## config.mk

```make
export PLATFORM = sky130hd
export DESIGN_NAME = serial_port
export DESIGN_NICKNAME = d
export VERILOG_FILES = /design/src/serial_port_pkg.sv /design/src/serial_port.sv
export SDC_FILE = /design/constraint.sdc
export NUM_CORES = 1
export LEC_CHECK = 0
export BUFFER_PORTS_ARGS = -buffer_cell sky130_fd_sc_hd__buf_2
export CAP_MARGIN = 0
export CORE_MARGIN = 2
export CORE_UTILIZATION = 50
export CTS_CLUSTER_SIZE = 14
export DETAILED_ROUTE_END_ITERATION = 8
export PLACE_DENSITY = 0.82
export SYNTH_ARGS = -nofsm -noshare
export SYNTH_HDL_FRONTEND = slang
export SYNTH_SLANG_ARGS = --single-unit
export TNS_END_PERCENT = 50
```

## constraint.sdc

```tcl
create_clock -name core_clk -period 6.9 [get_ports core_clk]
set_clock_uncertainty 0.15 [all_clocks]
set_input_delay 0.345 -clock core_clk [delete_from_list [all_inputs] [get_ports core_clk]]
set_output_delay 0.345 -clock core_clk [all_outputs]
set_load 0.005 [all_outputs]
```

## src/serial_port_pkg.sv

```systemverilog
package serial_port_pkg;

  // Register indices; byte address is four times the index
  localparam logic [9:0] CTRL_IDX   = 10'h0C4;  // channel_control_reg
  localparam logic [9:0] STATUS_IDX = 10'h0C5;  // channel_status_reg
  localparam logic [9:0] LOWER_IDX  = 10'h0C6;  // serial_data_lower
  localparam logic [9:0] UPPER_IDX  = 10'h0C7;  // serial_data_high_byte

  // Control register field positions
  localparam int CTRL_ENABLE_BIT = 7;
  localparam int CTRL_MASTER_BIT = 5;
  localparam int CTRL_CLOCK_POLARITY_BIT   = 4;
  localparam int CTRL_CLOCK_PHASE_BIT   = 3;
  localparam int CTRL_RATE_LSB   = 0;

  // Status register field positions
  localparam int STAT_DONE_BIT  = 7;
  localparam int STAT_WRITE_COLLISION_FLAG_BIT  = 6;
  localparam int STAT_EMPTY_BIT = 3;
  localparam int STAT_ORDER_BIT = 2;
  localparam int STAT_WIDE_BIT  = 1;
  localparam int STAT_IRQEN_BIT = 0;

  // Reset values
  localparam logic [7:0]  CTRL_RESET   = 8'h00;
  localparam logic [7:0]  STATUS_RESET = 8'h00;
  localparam logic [7:0]  UPPER_RESET  = 8'h00;
  localparam logic [15:0] DATA_RESET   = 16'h0000;

  // Last serial edge index of a frame (two edges per bit)
  localparam logic [4:0] LAST_EDGE_8  = 5'h0F;
  localparam logic [4:0] LAST_EDGE_16 = 5'h1F;

  // Answer for an unmapped read
  localparam logic [31:0] READ_NONE = 32'h0000_0000;

endpackage

```

## src/serial_port.sv

```systemverilog
// Functional notes
// - Upper byte first; lower byte write starts word
// - Upper byte used only in 16-bit framing
// - Data write loads transmit, read gives receive
// - Shift out and in on same clock
// - Unselected slave releases its data output
// - Unselected slave ignores serial clock entirely
// - Eight serial clocks move one byte
// - Master select bit chooses master or slave
// - Master starts shifting as soon as loaded
// - Write during transfer sets collision, ignored
// - Frame end sets done flag, interrupt
// - Receive assembled in selected bit order
// - Slave counts clock edges to full frame
// - Slave holds data while done flag set
// - Unloaded slave sends an all-zero byte
// - Polarity and phase give four modes
// - Both ends use identical polarity, phase
// - Phase zero captures on first edge
// - Phase one drives first, captures second
// - Collision stays set, no interrupt, no abort
// - Polarity sets the idle clock level
// - Rate field divides clock by powers of two
// - Width bit picks 8- or 16-bit frames
`timescale 1ns/1ns
module serial_port
  import serial_port_pkg::*;
(
  // Clock and reset
  input  wire logic        core_clk,
  input  wire logic        resetn,
  // APB slave
  input  wire logic [11:0] paddr,
  input  wire logic        psel,
  input  wire logic        penable,
  input  wire logic        pwrite,
  input  wire logic [31:0] pwdata,
  input  wire logic [3:0]  pstrb,
  output logic      [31:0] prdata,
  output logic             pready,
  output logic             pslverr,
  // Serial clock pin
  input  wire logic        sckIn,
  output logic             sckOut,
  output logic             sckOe,
  // Master-out data pin
  input  wire logic        mosiIn,
  output logic             mosiOut,
  output logic             mosiOe,
  // Master-in data pin
  input  wire logic        misoIn,
  output logic             misoOut,
  output logic             misoOe,
  // Slave select, active low
  input  wire logic        slaveSelN,
  // Interrupt request
  output logic             irq
);

  // All state of the block
  typedef struct packed {
    logic        enable;     // Channel on
    logic        master;     // master_select
    logic        clock_polarity;       // clock_polarity
    logic        clock_phase;       // clock_phase
    logic [2:0]  rate;       // rate_divider_field
    logic        done;       // transfer_done_flag
    logic        write_collision_flag;       // write_collision_flag
    logic        order;      // bit_order_select
    logic        wide;       // frame_width_select
    logic        irqEn;      // Interrupt enable
    logic [7:0]  upper;      // serial_data_upper holding byte
    logic [15:0] txShift;    // Transmit shift register
    logic        txLoaded;   // Transmit register holds data
    logic [15:0] rxShift;    // Receive shift register
    logic [15:0] rxData;     // Last complete received word
    logic        busy;       // Frame in progress
    logic [4:0]  edgeCnt;    // Serial edges seen in frame
    logic [6:0]  divCnt;     // Half-period divider
    logic        sckOut;     // Serial clock driven out
    logic        sckOe;      // Serial clock enable
    logic        dataOut;    // Serial data driven out
    logic        mosiOe;     // Master data enable
    logic        misoOe;     // Slave data enable
    logic        irq;        // Interrupt request
    logic [2:0]  sckSync;    // Clock synchroniser plus history
    logic [1:0]  dinSync;    // Data input synchroniser
    logic [1:0]  selSync;    // Select synchroniser
    logic        selPrev;    // Select history
    logic        pready;     // APB ready
    logic        pslverr;    // APB error
    logic [31:0] prdata;     // APB read data
  } state_t;

  state_t s_q;               // Registered state
  state_t s_d;               // Next state

  // Combinational helpers
  logic        curBit;       // Bit to send next
  logic [15:0] txNext;       // Transmit register after one shift
  logic [15:0] rxNext;       // Receive register with new bit
  logic        lastEdge;     // Current edge ends the frame
  logic [6:0]  halfLast;     // Divider terminal count
  logic        edgeEv;       // A serial clock edge to process
  logic        startEv;      // A frame begins
  logic        selected;     // Select is active
  logic        slaveOn;      // Slave mode and selected
  logic        doneSet;      // Engine sets done this cycle
  logic        setupPh;      // APB setup cycle
  logic        accessPh;     // APB completing access
  logic [9:0]  regIdx;       // Word index of the access
  logic        hit;          // Access maps to a register
  logic [31:0] readVal;      // Read data for the access

  // Next-state logic
  always_comb begin
    s_d      = s_q;
    edgeEv   = 1'b0;
    startEv  = 1'b0;
    doneSet  = 1'b0;
    readVal  = READ_NONE;
    regIdx   = paddr[11:2];
    setupPh  = psel && !penable;
    accessPh = psel && penable && s_q.pready;
    selected = !s_q.selSync[1];
    slaveOn  = s_q.enable && !s_q.master && selected;

    // Next transmit bit and shifted word, in chosen order
    if (s_q.order) begin
      curBit = s_q.txShift[0];
      txNext = s_q.txShift >> 1;
    end else begin
      curBit = s_q.wide ? s_q.txShift[15] : s_q.txShift[7];
      txNext = s_q.txShift << 1;
    end

    // Receive assembly follows the transmit order
    if (!s_q.order) begin
      rxNext = {s_q.rxShift[14:0], s_q.dinSync[1]};
    end else if (s_q.wide) begin
      rxNext = {s_q.dinSync[1], s_q.rxShift[15:1]};
    end else begin
      rxNext = {8'h00, s_q.dinSync[1], s_q.rxShift[7:1]};
    end

    // Two edges per bit; frame length from width bit
    lastEdge = s_q.edgeCnt == (s_q.wide ? LAST_EDGE_16 : LAST_EDGE_8);

    // Half period of 2^(rate-1) cycles, at least one
    if (s_q.rate == 3'h0) begin
      halfLast = 7'h00;
    end else begin
      halfLast = 7'((7'h01 << (s_q.rate - 3'h1)) - 7'h01);
    end

    // Pin synchronisers, two flops before any use
    s_d.sckSync = {s_q.sckSync[1], s_q.sckSync[0], sckIn};
    s_d.dinSync = {s_q.dinSync[0], s_q.master ? misoIn : mosiIn};
    s_d.selSync = {s_q.selSync[0], slaveSelN};
    s_d.selPrev = s_q.selSync[1];

    // Serial clock source: own divider or synced pin
    if (s_q.enable && s_q.master) begin
      if (!s_q.busy) begin
        s_d.sckOut = s_q.clock_polarity;
        s_d.divCnt = 7'h00;
        if (s_q.txLoaded) begin
          // Start at once when data is waiting
          s_d.busy    = 1'b1;
          s_d.edgeCnt = 5'h00;
          startEv     = 1'b1;
        end
      end else if (s_q.divCnt == halfLast) begin
        // Half period elapsed, toggle the clock
        s_d.divCnt = 7'h00;
        s_d.sckOut = !s_q.sckOut;
        edgeEv     = 1'b1;
      end else begin
        s_d.divCnt = s_q.divCnt + 7'h01;
      end
    end else if (slaveOn && !s_q.done) begin
      s_d.sckOut = s_q.clock_polarity;
      // Select falling: first bit must be ready
      if (s_q.selPrev && !s_q.busy) begin
        s_d.edgeCnt = 5'h00;
        startEv     = 1'b1;
      end
      // Each synced clock transition is one edge
      if (s_q.sckSync[1] != s_q.sckSync[2]) begin
        edgeEv = 1'b1;
      end
    end else begin
      // Idle, disabled, deselected or holding data
      s_d.busy    = 1'b0;
      s_d.edgeCnt = 5'h00;
      s_d.divCnt  = 7'h00;
      s_d.sckOut  = s_q.clock_polarity;
    end

    // Phase zero: first bit out before first edge
    if (startEv && !s_q.clock_phase) begin
      s_d.dataOut = curBit;
      s_d.txShift = txNext;
    end

    // Edge handling: even edges lead, odd edges trail
    if (edgeEv) begin
      s_d.busy    = 1'b1;
      s_d.edgeCnt = s_q.edgeCnt + 5'h01;
      if (s_q.edgeCnt[0] == s_q.clock_phase) begin
        // Capture edge, same clock as the output shift
        s_d.rxShift = rxNext;
      end else if (s_q.clock_phase || !lastEdge) begin
        // Launch edge
        s_d.dataOut = curBit;
        s_d.txShift = txNext;
      end
      if (lastEdge) begin
        // Frame complete
        s_d.busy     = 1'b0;
        s_d.edgeCnt  = 5'h00;
        s_d.txLoaded = 1'b0;
        s_d.txShift  = DATA_RESET;
        // Take the register as it stands after this edge: a trailing launch edge adds no bit
        s_d.rxData   = s_q.wide ? s_d.rxShift : {8'h00, s_d.rxShift[7:0]};
        doneSet      = 1'b1;
      end
    end
    if (doneSet) begin
      s_d.done = 1'b1;
    end

    // Pin drivers
    s_d.sckOe  = s_q.enable && s_q.master;
    s_d.mosiOe = s_q.enable && s_q.master;
    s_d.misoOe = slaveOn;

    // Interrupt on done only, never on collision
    s_d.irq = s_q.done && s_q.irqEn;

    // Register decode
    hit = 1'b1;
    case (regIdx)
      CTRL_IDX: begin
        readVal[CTRL_ENABLE_BIT] = s_q.enable;
        readVal[CTRL_MASTER_BIT] = s_q.master;
        readVal[CTRL_CLOCK_POLARITY_BIT]   = s_q.clock_polarity;
        readVal[CTRL_CLOCK_PHASE_BIT]   = s_q.clock_phase;
        readVal[CTRL_RATE_LSB +: 3] = s_q.rate;
      end
      STATUS_IDX: begin
        readVal[STAT_DONE_BIT]  = s_q.done;
        readVal[STAT_WRITE_COLLISION_FLAG_BIT]  = s_q.write_collision_flag;
        readVal[STAT_EMPTY_BIT] = !s_q.txLoaded;
        readVal[STAT_ORDER_BIT] = s_q.order;
        readVal[STAT_WIDE_BIT]  = s_q.wide;
        readVal[STAT_IRQEN_BIT] = s_q.irqEn;
      end
      LOWER_IDX: begin
        readVal[7:0] = s_q.rxData[7:0];
      end
      UPPER_IDX: begin
        readVal[7:0] = s_q.rxData[15:8];
      end
      default: begin
        hit = 1'b0;
      end
    endcase

    // APB: ready one cycle after setup, answer then
    s_d.pready = setupPh && !s_q.pready;
    if (setupPh) begin
      s_d.prdata  = pwrite ? READ_NONE : readVal;
      s_d.pslverr = !hit;
    end

    // Register writes at the completing edge
    if (accessPh && pwrite && pstrb[0] && hit) begin
      case (regIdx)
        CTRL_IDX: begin
          s_d.enable = pwdata[CTRL_ENABLE_BIT];
          s_d.master = pwdata[CTRL_MASTER_BIT];
          s_d.clock_polarity   = pwdata[CTRL_CLOCK_POLARITY_BIT];
          s_d.clock_phase   = pwdata[CTRL_CLOCK_PHASE_BIT];
          s_d.rate   = pwdata[CTRL_RATE_LSB +: 3];
        end
        STATUS_IDX: begin
          // Writing zero clears a flag; a new set wins
          if (!pwdata[STAT_DONE_BIT] && !doneSet) begin
            s_d.done = 1'b0;
          end
          if (!pwdata[STAT_WRITE_COLLISION_FLAG_BIT]) begin
            s_d.write_collision_flag = 1'b0;
          end
          s_d.order = pwdata[STAT_ORDER_BIT];
          s_d.wide  = pwdata[STAT_WIDE_BIT];
          s_d.irqEn = pwdata[STAT_IRQEN_BIT];
        end
        LOWER_IDX: begin
          if (s_q.txLoaded || s_q.busy) begin
            // Shifting word untouched, frame goes on
            s_d.write_collision_flag = 1'b1;
          end else begin
            // Lower byte write launches the word
            s_d.txShift  = s_q.wide ? {s_q.upper, pwdata[7:0]}
                                    : {8'h00, pwdata[7:0]};
            s_d.txLoaded = 1'b1;
          end
        end
        UPPER_IDX: begin
          s_d.upper = pwdata[7:0];
        end
        default: begin
          s_d.upper = s_q.upper;
        end
      endcase
    end
  end

  // State register
  always_ff @(posedge core_clk) begin
    if (!resetn) begin
      s_q          <= '0;
      s_q.upper    <= UPPER_RESET;
      s_q.txShift  <= DATA_RESET;
      s_q.rxShift  <= DATA_RESET;
      s_q.rxData   <= DATA_RESET;
      s_q.sckSync  <= 3'h0;
      s_q.selSync  <= 2'h3;
      s_q.selPrev  <= 1'b1;
    end else begin
      s_q <= s_d;
    end
  end

  // Outputs straight from flops
  assign prdata  = s_q.prdata;
  assign pready  = s_q.pready;
  assign pslverr = s_q.pslverr;
  assign sckOut  = s_q.sckOut;
  assign sckOe   = s_q.sckOe;
  assign mosiOut = s_q.dataOut;
  assign mosiOe  = s_q.mosiOe;
  assign misoOut = s_q.dataOut;
  assign misoOe  = s_q.misoOe;
  assign irq     = s_q.irq;

endmodule

```

# ---- Word level (Yosys, flattened, before mapping)
# Index checks and enable logic that the tools add are counted.
dict set report op_classes {
  add_sub_neg 4
  multipliers 0
  div_mod_pow 0
  magnitude_cmp 0
  n_eq_ne 16
  shift 1
  mux 60
  bitwise 0
  reduce_logical 39
}
# operator count
set op_table {}
lappend op_table {{two-way mux 16 bit} 9}
lappend op_table {{two-way mux 55 bit} 1}
lappend op_table {{two-way mux 17 bit} 3}
lappend op_table {{equality test 10 x 8 -> 1 bit, second input constant} 4}
lappend op_table {{two-way mux 30 bit} 1}
lappend op_table {{two-way mux 1 bit} 27}
lappend op_table {{two-way mux 8 bit} 3}
lappend op_table {{two-way mux 22 bit} 1}
lappend op_table {{two-way mux 7 bit} 3}
lappend op_table {{case mux 4 bit (4 select lines)} 1}
lappend op_table {{logical AND 1 bit} 15}
lappend op_table {{two-way mux 5 bit} 3}
lappend op_table {{two-way mux 14 bit} 1}
lappend op_table {{logical NOT 1 bit} 13}
lappend op_table {{two-way mux 6 bit} 2}
lappend op_table {{!= test 3 x 2 -> 1 bit, second input constant} 3}
lappend op_table {{AND reduction 2 bit} 4}
lappend op_table {{adder 7 x 1 -> 7 bit, second input constant} 1}
lappend op_table {{equality test 7 bit} 1}
lappend op_table {{<< shifter 1 x 3 -> 7 bit, first input constant} 1}
lappend op_table {{subtractor 7 x 1 -> 7 bit, second input constant} 1}
lappend op_table {{!= test 2 bit, second input constant} 3}
lappend op_table {{case mux 2 bit (3 select lines)} 1}
lappend op_table {{adder 5 x 1 -> 5 bit, second input constant} 1}
lappend op_table {{16 further kinds} 17}
dict set report word_totals {
  reg_bits 129
  latch_bits 0
  mem_bits_rw 0
  rom_bits 0
  inputBits 57
  out_inout_bits 41
  word_cells 150
  mem_count 0
}

# ---- Depth between registers and ports, before layout
dict set report logic_depth {
  depth_word 15
  ltp_mapped 14
  ltp_nobuf 10
}

# ---- Worst setup path before layout
# No wires, ideal clock.
dict set report synth_timing {
  path_kind {register to register}
  startpoint {reg s_q[124] in the netlist's numbering}
  endpoint {reg s_q[76] in the netlist's numbering}
  setup_time_ns 0.126
  t_arrival_ns 2.736
  required_time_ns 6.624
  slack_ns 3.888
  path_stages_with_launch 14
  n_path_buf 4
  cell_sequence {dfxtp_1 > buf_2 > nor2_1 > nand2_1 > ha_1 > buf_2 > or4b_1 > a31o_1 > a22oi_4 > a21oi_2 > buf_2 > buf_2 > o211ai_1 > o31ai_2}
}
dict set report synth_via {
  elab_chain_len 9
  elab_cells_between_ends 10
  cone_classes {add/sub: 2; eq/ne: 1; shift: 1; mux: 4; reduce/logical: 2}
}
# item line
set synth_rtl {}
lappend synth_rtl {{from (decl)} serial_port.sv:95} ;# state_t s_q;
lappend synth_rtl {{subtractor 3 x 1 -> 3 bit} serial_port.sv:153} ;# halfLast = 7'((7'h01 << (s_q.rate - 3'h1)) - 7'h01);
lappend synth_rtl {{<< shifter 1 x 3 -> 7 bit} serial_port.sv:153}
lappend synth_rtl {{subtractor 7 x 1 -> 7 bit} serial_port.sv:153}
lappend synth_rtl {{two-way mux 7 bit (*)} serial_port.sv:150} ;# if (s_q.rate == 3'h0) begin
lappend synth_rtl {{equality test 7 bit (*)} serial_port.sv:173} ;# end else if (s_q.divCnt == halfLast) begin
lappend synth_rtl {{two-way mux 1 bit (*)} serial_port.sv:173}
lappend synth_rtl {{two-way mux 1 bit (*)} serial_port.sv:164} ;# if (!s_q.busy) begin
lappend synth_rtl {{two-way mux 1 bit (*)} serial_port.sv:163} ;# if (s_q.enable && s_q.master) begin
lappend synth_rtl {{AND reduction 2 bit (no source line) (*)} n/a}
# Mark *: on every way between the ends. The rest lies on a longest branch, timed or not.
# A chain may end at the register's enable or synchronous reset.

# ---- Worst setup path in the final report
dict set report layout_timing {
  startpoint {reg s_q[125] in the netlist's numbering}
  endpoint {reg s_q[93] in the netlist's numbering}
}
dict set report layout_via {
  elab_chain_len 12
  elab_cells_between_ends 13
  cone_classes {add/sub: 2; eq/ne: 1; shift: 1; mux: 8; reduce/logical: 1}
}
# item line
set layout_rtl {}
lappend layout_rtl {{subtractor 3 x 1 -> 3 bit} serial_port.sv:153}
lappend layout_rtl {{<< shifter 1 x 3 -> 7 bit} serial_port.sv:153}
lappend layout_rtl {{subtractor 7 x 1 -> 7 bit} serial_port.sv:153}
lappend layout_rtl {{two-way mux 7 bit (*)} serial_port.sv:150}
lappend layout_rtl {{equality test 7 bit (*)} serial_port.sv:173}
lappend layout_rtl {{two-way mux 1 bit (*)} serial_port.sv:173}
lappend layout_rtl {{two-way mux 1 bit (*)} serial_port.sv:164}
lappend layout_rtl {{two-way mux 1 bit (*)} serial_port.sv:163}
lappend layout_rtl {{two-way mux 55 bit (*)} serial_port.sv:207} ;# if (edgeEv) begin
lappend layout_rtl {{two-way mux 17 bit} serial_port.sv:300} ;# if (s_q.txLoaded || s_q.busy) begin
lappend layout_rtl {{two-way mux 17 bit} serial_port.sv:279} ;# case (regIdx)
lappend layout_rtl {{two-way mux 30 bit (*)} serial_port.sv:278} ;# if (accessPh && pwrite && pstrb[0] && hit) begin
# Marked as above.

==> results.py <==
metrics = {
    "layout": {
        "register_area_sq_um": 2100,
        "finalNetCount": 696,
        "n_antenna_cell": 0,
        "areaGrowthSynthToFinish_pct": 5.88,
        "multi_input_area_sq_um": 2930,
        "final_layout_size_suffix_gt1_share_pct": 14.7,
        "most_common_library_cell_in_the_layout_ignoring_fill_and_taps": "dfxtp_1",
        "layout.cells.most_common_list": "dfxtp_1 (104), nor2_1 (59), nand2_1 (50)",
        "final_cell_area_sq_um": 5770,
        "fillCellCount": 968,
    },
    "sta": {
        "rsz0062_at_grt": "false",
        "fmax_ghz": 0.264,
        "worst_pin_slew_ns": 1.21,
        "maxSlewHeadroom_pct": 19.3,
        "worst_hold_slack_ns": 0.00844,
        "fin_setup_tns_ns": 0,
        "setup-violations-final": 0,
        "min_period_over_period_pct": 54.8,
        "final_max_slew_viol_count": 0,
        "timing.final.crit_period_ns": 3.78,
        "final_hold_viol_count": 0,
    },
    "power": {
        "power_switching_share_pct": 21.6,
        "static-leakage-power_nw": 2.18,
        "p_clk_share_pct": 41.0,
        "power.combinational.fraction_pct": 3.6,
        "cell_internal_pwr_uw": 861,
        "share_seq_of_total_power_pct": 55.5,
        "netSwitchingPower_uw": 238,
        "ir_drop_mv": 0.119,
        "pwr_density_cell_nw_per_um2": 190,
    },
    "placed_design": {
        "numPortBuffers": 44,
        "globalplace.congestion": 0.852,
        "dpl_cell_area_sq_um": 5530,
        "place_hpwl_mm": 8.21,
    },
    "routing": {
        "drt-vias-per-instance": 5.77,
        "detail_route.iter0.violations": 367,
        "routed_via_count": 4497,
        "detail_route.first_pass.iterations": 5,
        "drc": 0,
        "routed_wire_length_per_instance_um": 15.3,
        "antenna_violating_nets_post_route": 0,
        "postRouteWirelength_mm": 11.9,
    },
    "critical_path": {
        "worstSetupPathType": "reg -> reg",
        "critPathMaxFanout": 43,
        "end_kind": "flop",
        "cp_launch_type": "flop",
        "cp_data_arrival_time_ns": 3.92,
        "worst-endpoint-required_ns": 7.03,
        "r2r_slack_ns": 3.12,
    },
    "clock_tree": {
        "cts.sink_count": 105,
        "cts-root-to-sink-buffers": 2,
        "cts_made_buffers": 9,
        "later_pin_clock_latency_in_the_skew_report_ns": 0.38,
        "htree_num_levels": 3,
        "post_cts.resized_instances": 0,
        "tritoncts": "built",
        "path_clk_slew_ns": 0.09,
        "clockRootBuffer": "clkbuf_8",
    },
    "synth": {
        "number_of_enable_flip_flop_cells_after_synthesis": 0,
        "synth_seq_area_share_pct": 38.6,
        "asyncSetResetFlopFracSynth_pct": 0,
        "synthesis.yosys.warnings": 0,
        "syn_inst": 633,
        "total_of_flip_flops_plus_latches_after_synthesis": 105,
        "synthesized_area_per_cell_sq_um": 8.61,
        "synth_flop_cell": "dfxtp_1",
        "yosys.cell_types.count": 62,
        "synthesis.area_sq_um": 5450,
    },
    "flow_run": {
        "max-cap-violations": 0,
    },
    "global_route": {
        "grt_pass1_wl_mm": 19.7,
        "track_usage_pct": 21.1,
        "grt_antenna_before_repair": 0,
        "vias_in_the_first_global_route": 4133,
        "grt_start_max_net_pins": 54,
        "globalRoute.totalOverflow": 0,
    },
    "floorplan": {
        "die_height_um": 108,
        "fp.coreArea_sq_um": 10700,
        "die_area_sq_um": 11800,
        "dieWidth_um": 108,
        "initial_utilization_pct": 50.7,
        "fp-row-count": 38,
        "io_pins": 98,
    },
    "run_status": {
        "status": "finished clean",
    },
    "min_path": {
        "hold_path_class": "in -> reg",
    },
}
-- metrics by stage --
step	instances	setup WS [ns]	power (mW)	util, %
global placement	764	3.33	0.661	51.5
global route	780	2.81	1.14	53.7
finish	780	3.12	1.10	53.7
detailed placement	764	3.18	0.662	51.5
floorplan	656	3.89	0.655	-
CTS	780	3.15	1.10	53.7
-- area by class of cell --
type,count,area share (%)
Clock inverter,5,1.80
Timing Repair Buffer,50,4.64
Multi-Input combinational cell,453,50.8
Inverter,17,1.11
Clock buffer,10,2.21
Tap cell,140,3.04
Sequential cell,105,36.4
-- power by group through the flow --
stage	Combinational (mW)	Sequential, mW	Clock [mW]
floorplan	0.0321	0.623	0
global placement	0.0374	0.624	0
detailed placement	0.0384	0.624	0
CTS	0.0389	0.609	0.453
global route	0.0440	0.610	0.482
finish	0.0393	0.609	0.450
-- repair_timing --
action / 4_1_cts / 5_1_grt
endpoints found under the hold margin: 1 / 0
hold buffers: 1 / 0
buffers inserted: 0 / 0
-- synth_stat cells, types with 2 or more instances --
library cell,instances,area [sq um]
o31ai_1,7,52.6
o31ai_2,2,25.0
or2_2,2,12.5
nor4b_1,3,26.3
o21ai_0,39,195
nand2_1,50,188
a21oi_1,40,200
a22o_1,2,17.5
ha_1,3,37.5
xor2_1,11,96.3
mux2i_1,49,490
a21bo_2,2,20.0
nand4_1,2,12.5
mux2_2,11,124
dfxtp_1,105,2100
xnor2_1,4,35.0
mux4_2,5,113
clkbuf_1,29,109
o211ai_1,16,120
o22ai_1,2,12.5
and3_1,5,31.3
and2_1,6,37.5
inv_1,15,56.3
o32ai_1,3,26.3
nor2b_1,3,18.8
o21a_1,2,15.0
a31oi_1,2,12.5
nand2b_1,15,93.8
buf_1,3,11.3
and4_1,2,17.5
a22oi_1,17,128
buf_4,34,255
or4b_1,3,30.0
nor3_1,9,45.0
o221ai_1,2,17.5
nand3_1,27,135
nor2_1,59,221
buf_2,14,70.1
a31o_2,2,17.5
nand3b_1,4,30.0
-- state kept, by name, summed over array words and instances (netlist names) --
signal and cells:
misoOe 1, s_q 85, s_d 5, misoOut 1
pslverr 1, sckOut 1, pready 1, prdata 8
irq 1, mosiOe 1
-- layer usage --
metal  vias up  wire length [um]  global-route usage [%]
met5         -                 0                       0
li1       2183                 -                       -
met2       165              5710                    35.3
met3        23               650                    3.92
met4         0               255                    8.88
met1      2126              5310                    26.6
-- logic make-up (layout without fill, tap and decap cells) --
kind of cell / after synthesis / in the layout / synth area share [%]
and+or+nand+nor: 196 / 196 / 17.5
buffers and inverters: 98 / 82 / 9.55
adders and majority gates: 3 / 3 / 0.689
DFF: 105 / 105 / 38.6
other: 1 / 24 / 0.0688
muxes: 65 / 65 / 13.3
xor gates and xnor gates: 15 / 15 / 2.41
AOI/OAI and AO/OA: 150 / 150 / 17.9
-- critical path, stage by stage, from the launching register on --
cell      delay [ns]
dfxtp_1         0.59
inv_1           0.12
nand3_1         0.11
ha_1            0.31
xnor2_1         0.12
o32ai_1         0.32
xor2_1          0.15
nor3_1          0.49
a21oi_4         0.09
buf_4           0.30
nand2b_1        0.54
a31o_2          0.40
-- final timing paths --
check,startpoint,to,depth (start not counted)
setup / recovery,s_q[125]$_SDFFE_PN0P_,s_q[93]$_SDFF_PN0_,11
hold / removal,sckIn,s_d[40]$_SDFF_PN0_,2
setup reg to reg,s_q[125]$_SDFFE_PN0P_,s_q[93]$_SDFF_PN0_,11
hold reg to reg,s_d[36]$_SDFF_PN1_,s_d[34]$_SDFF_PN1_,1
Note: power is estimated with default switching activity, not from simulation.
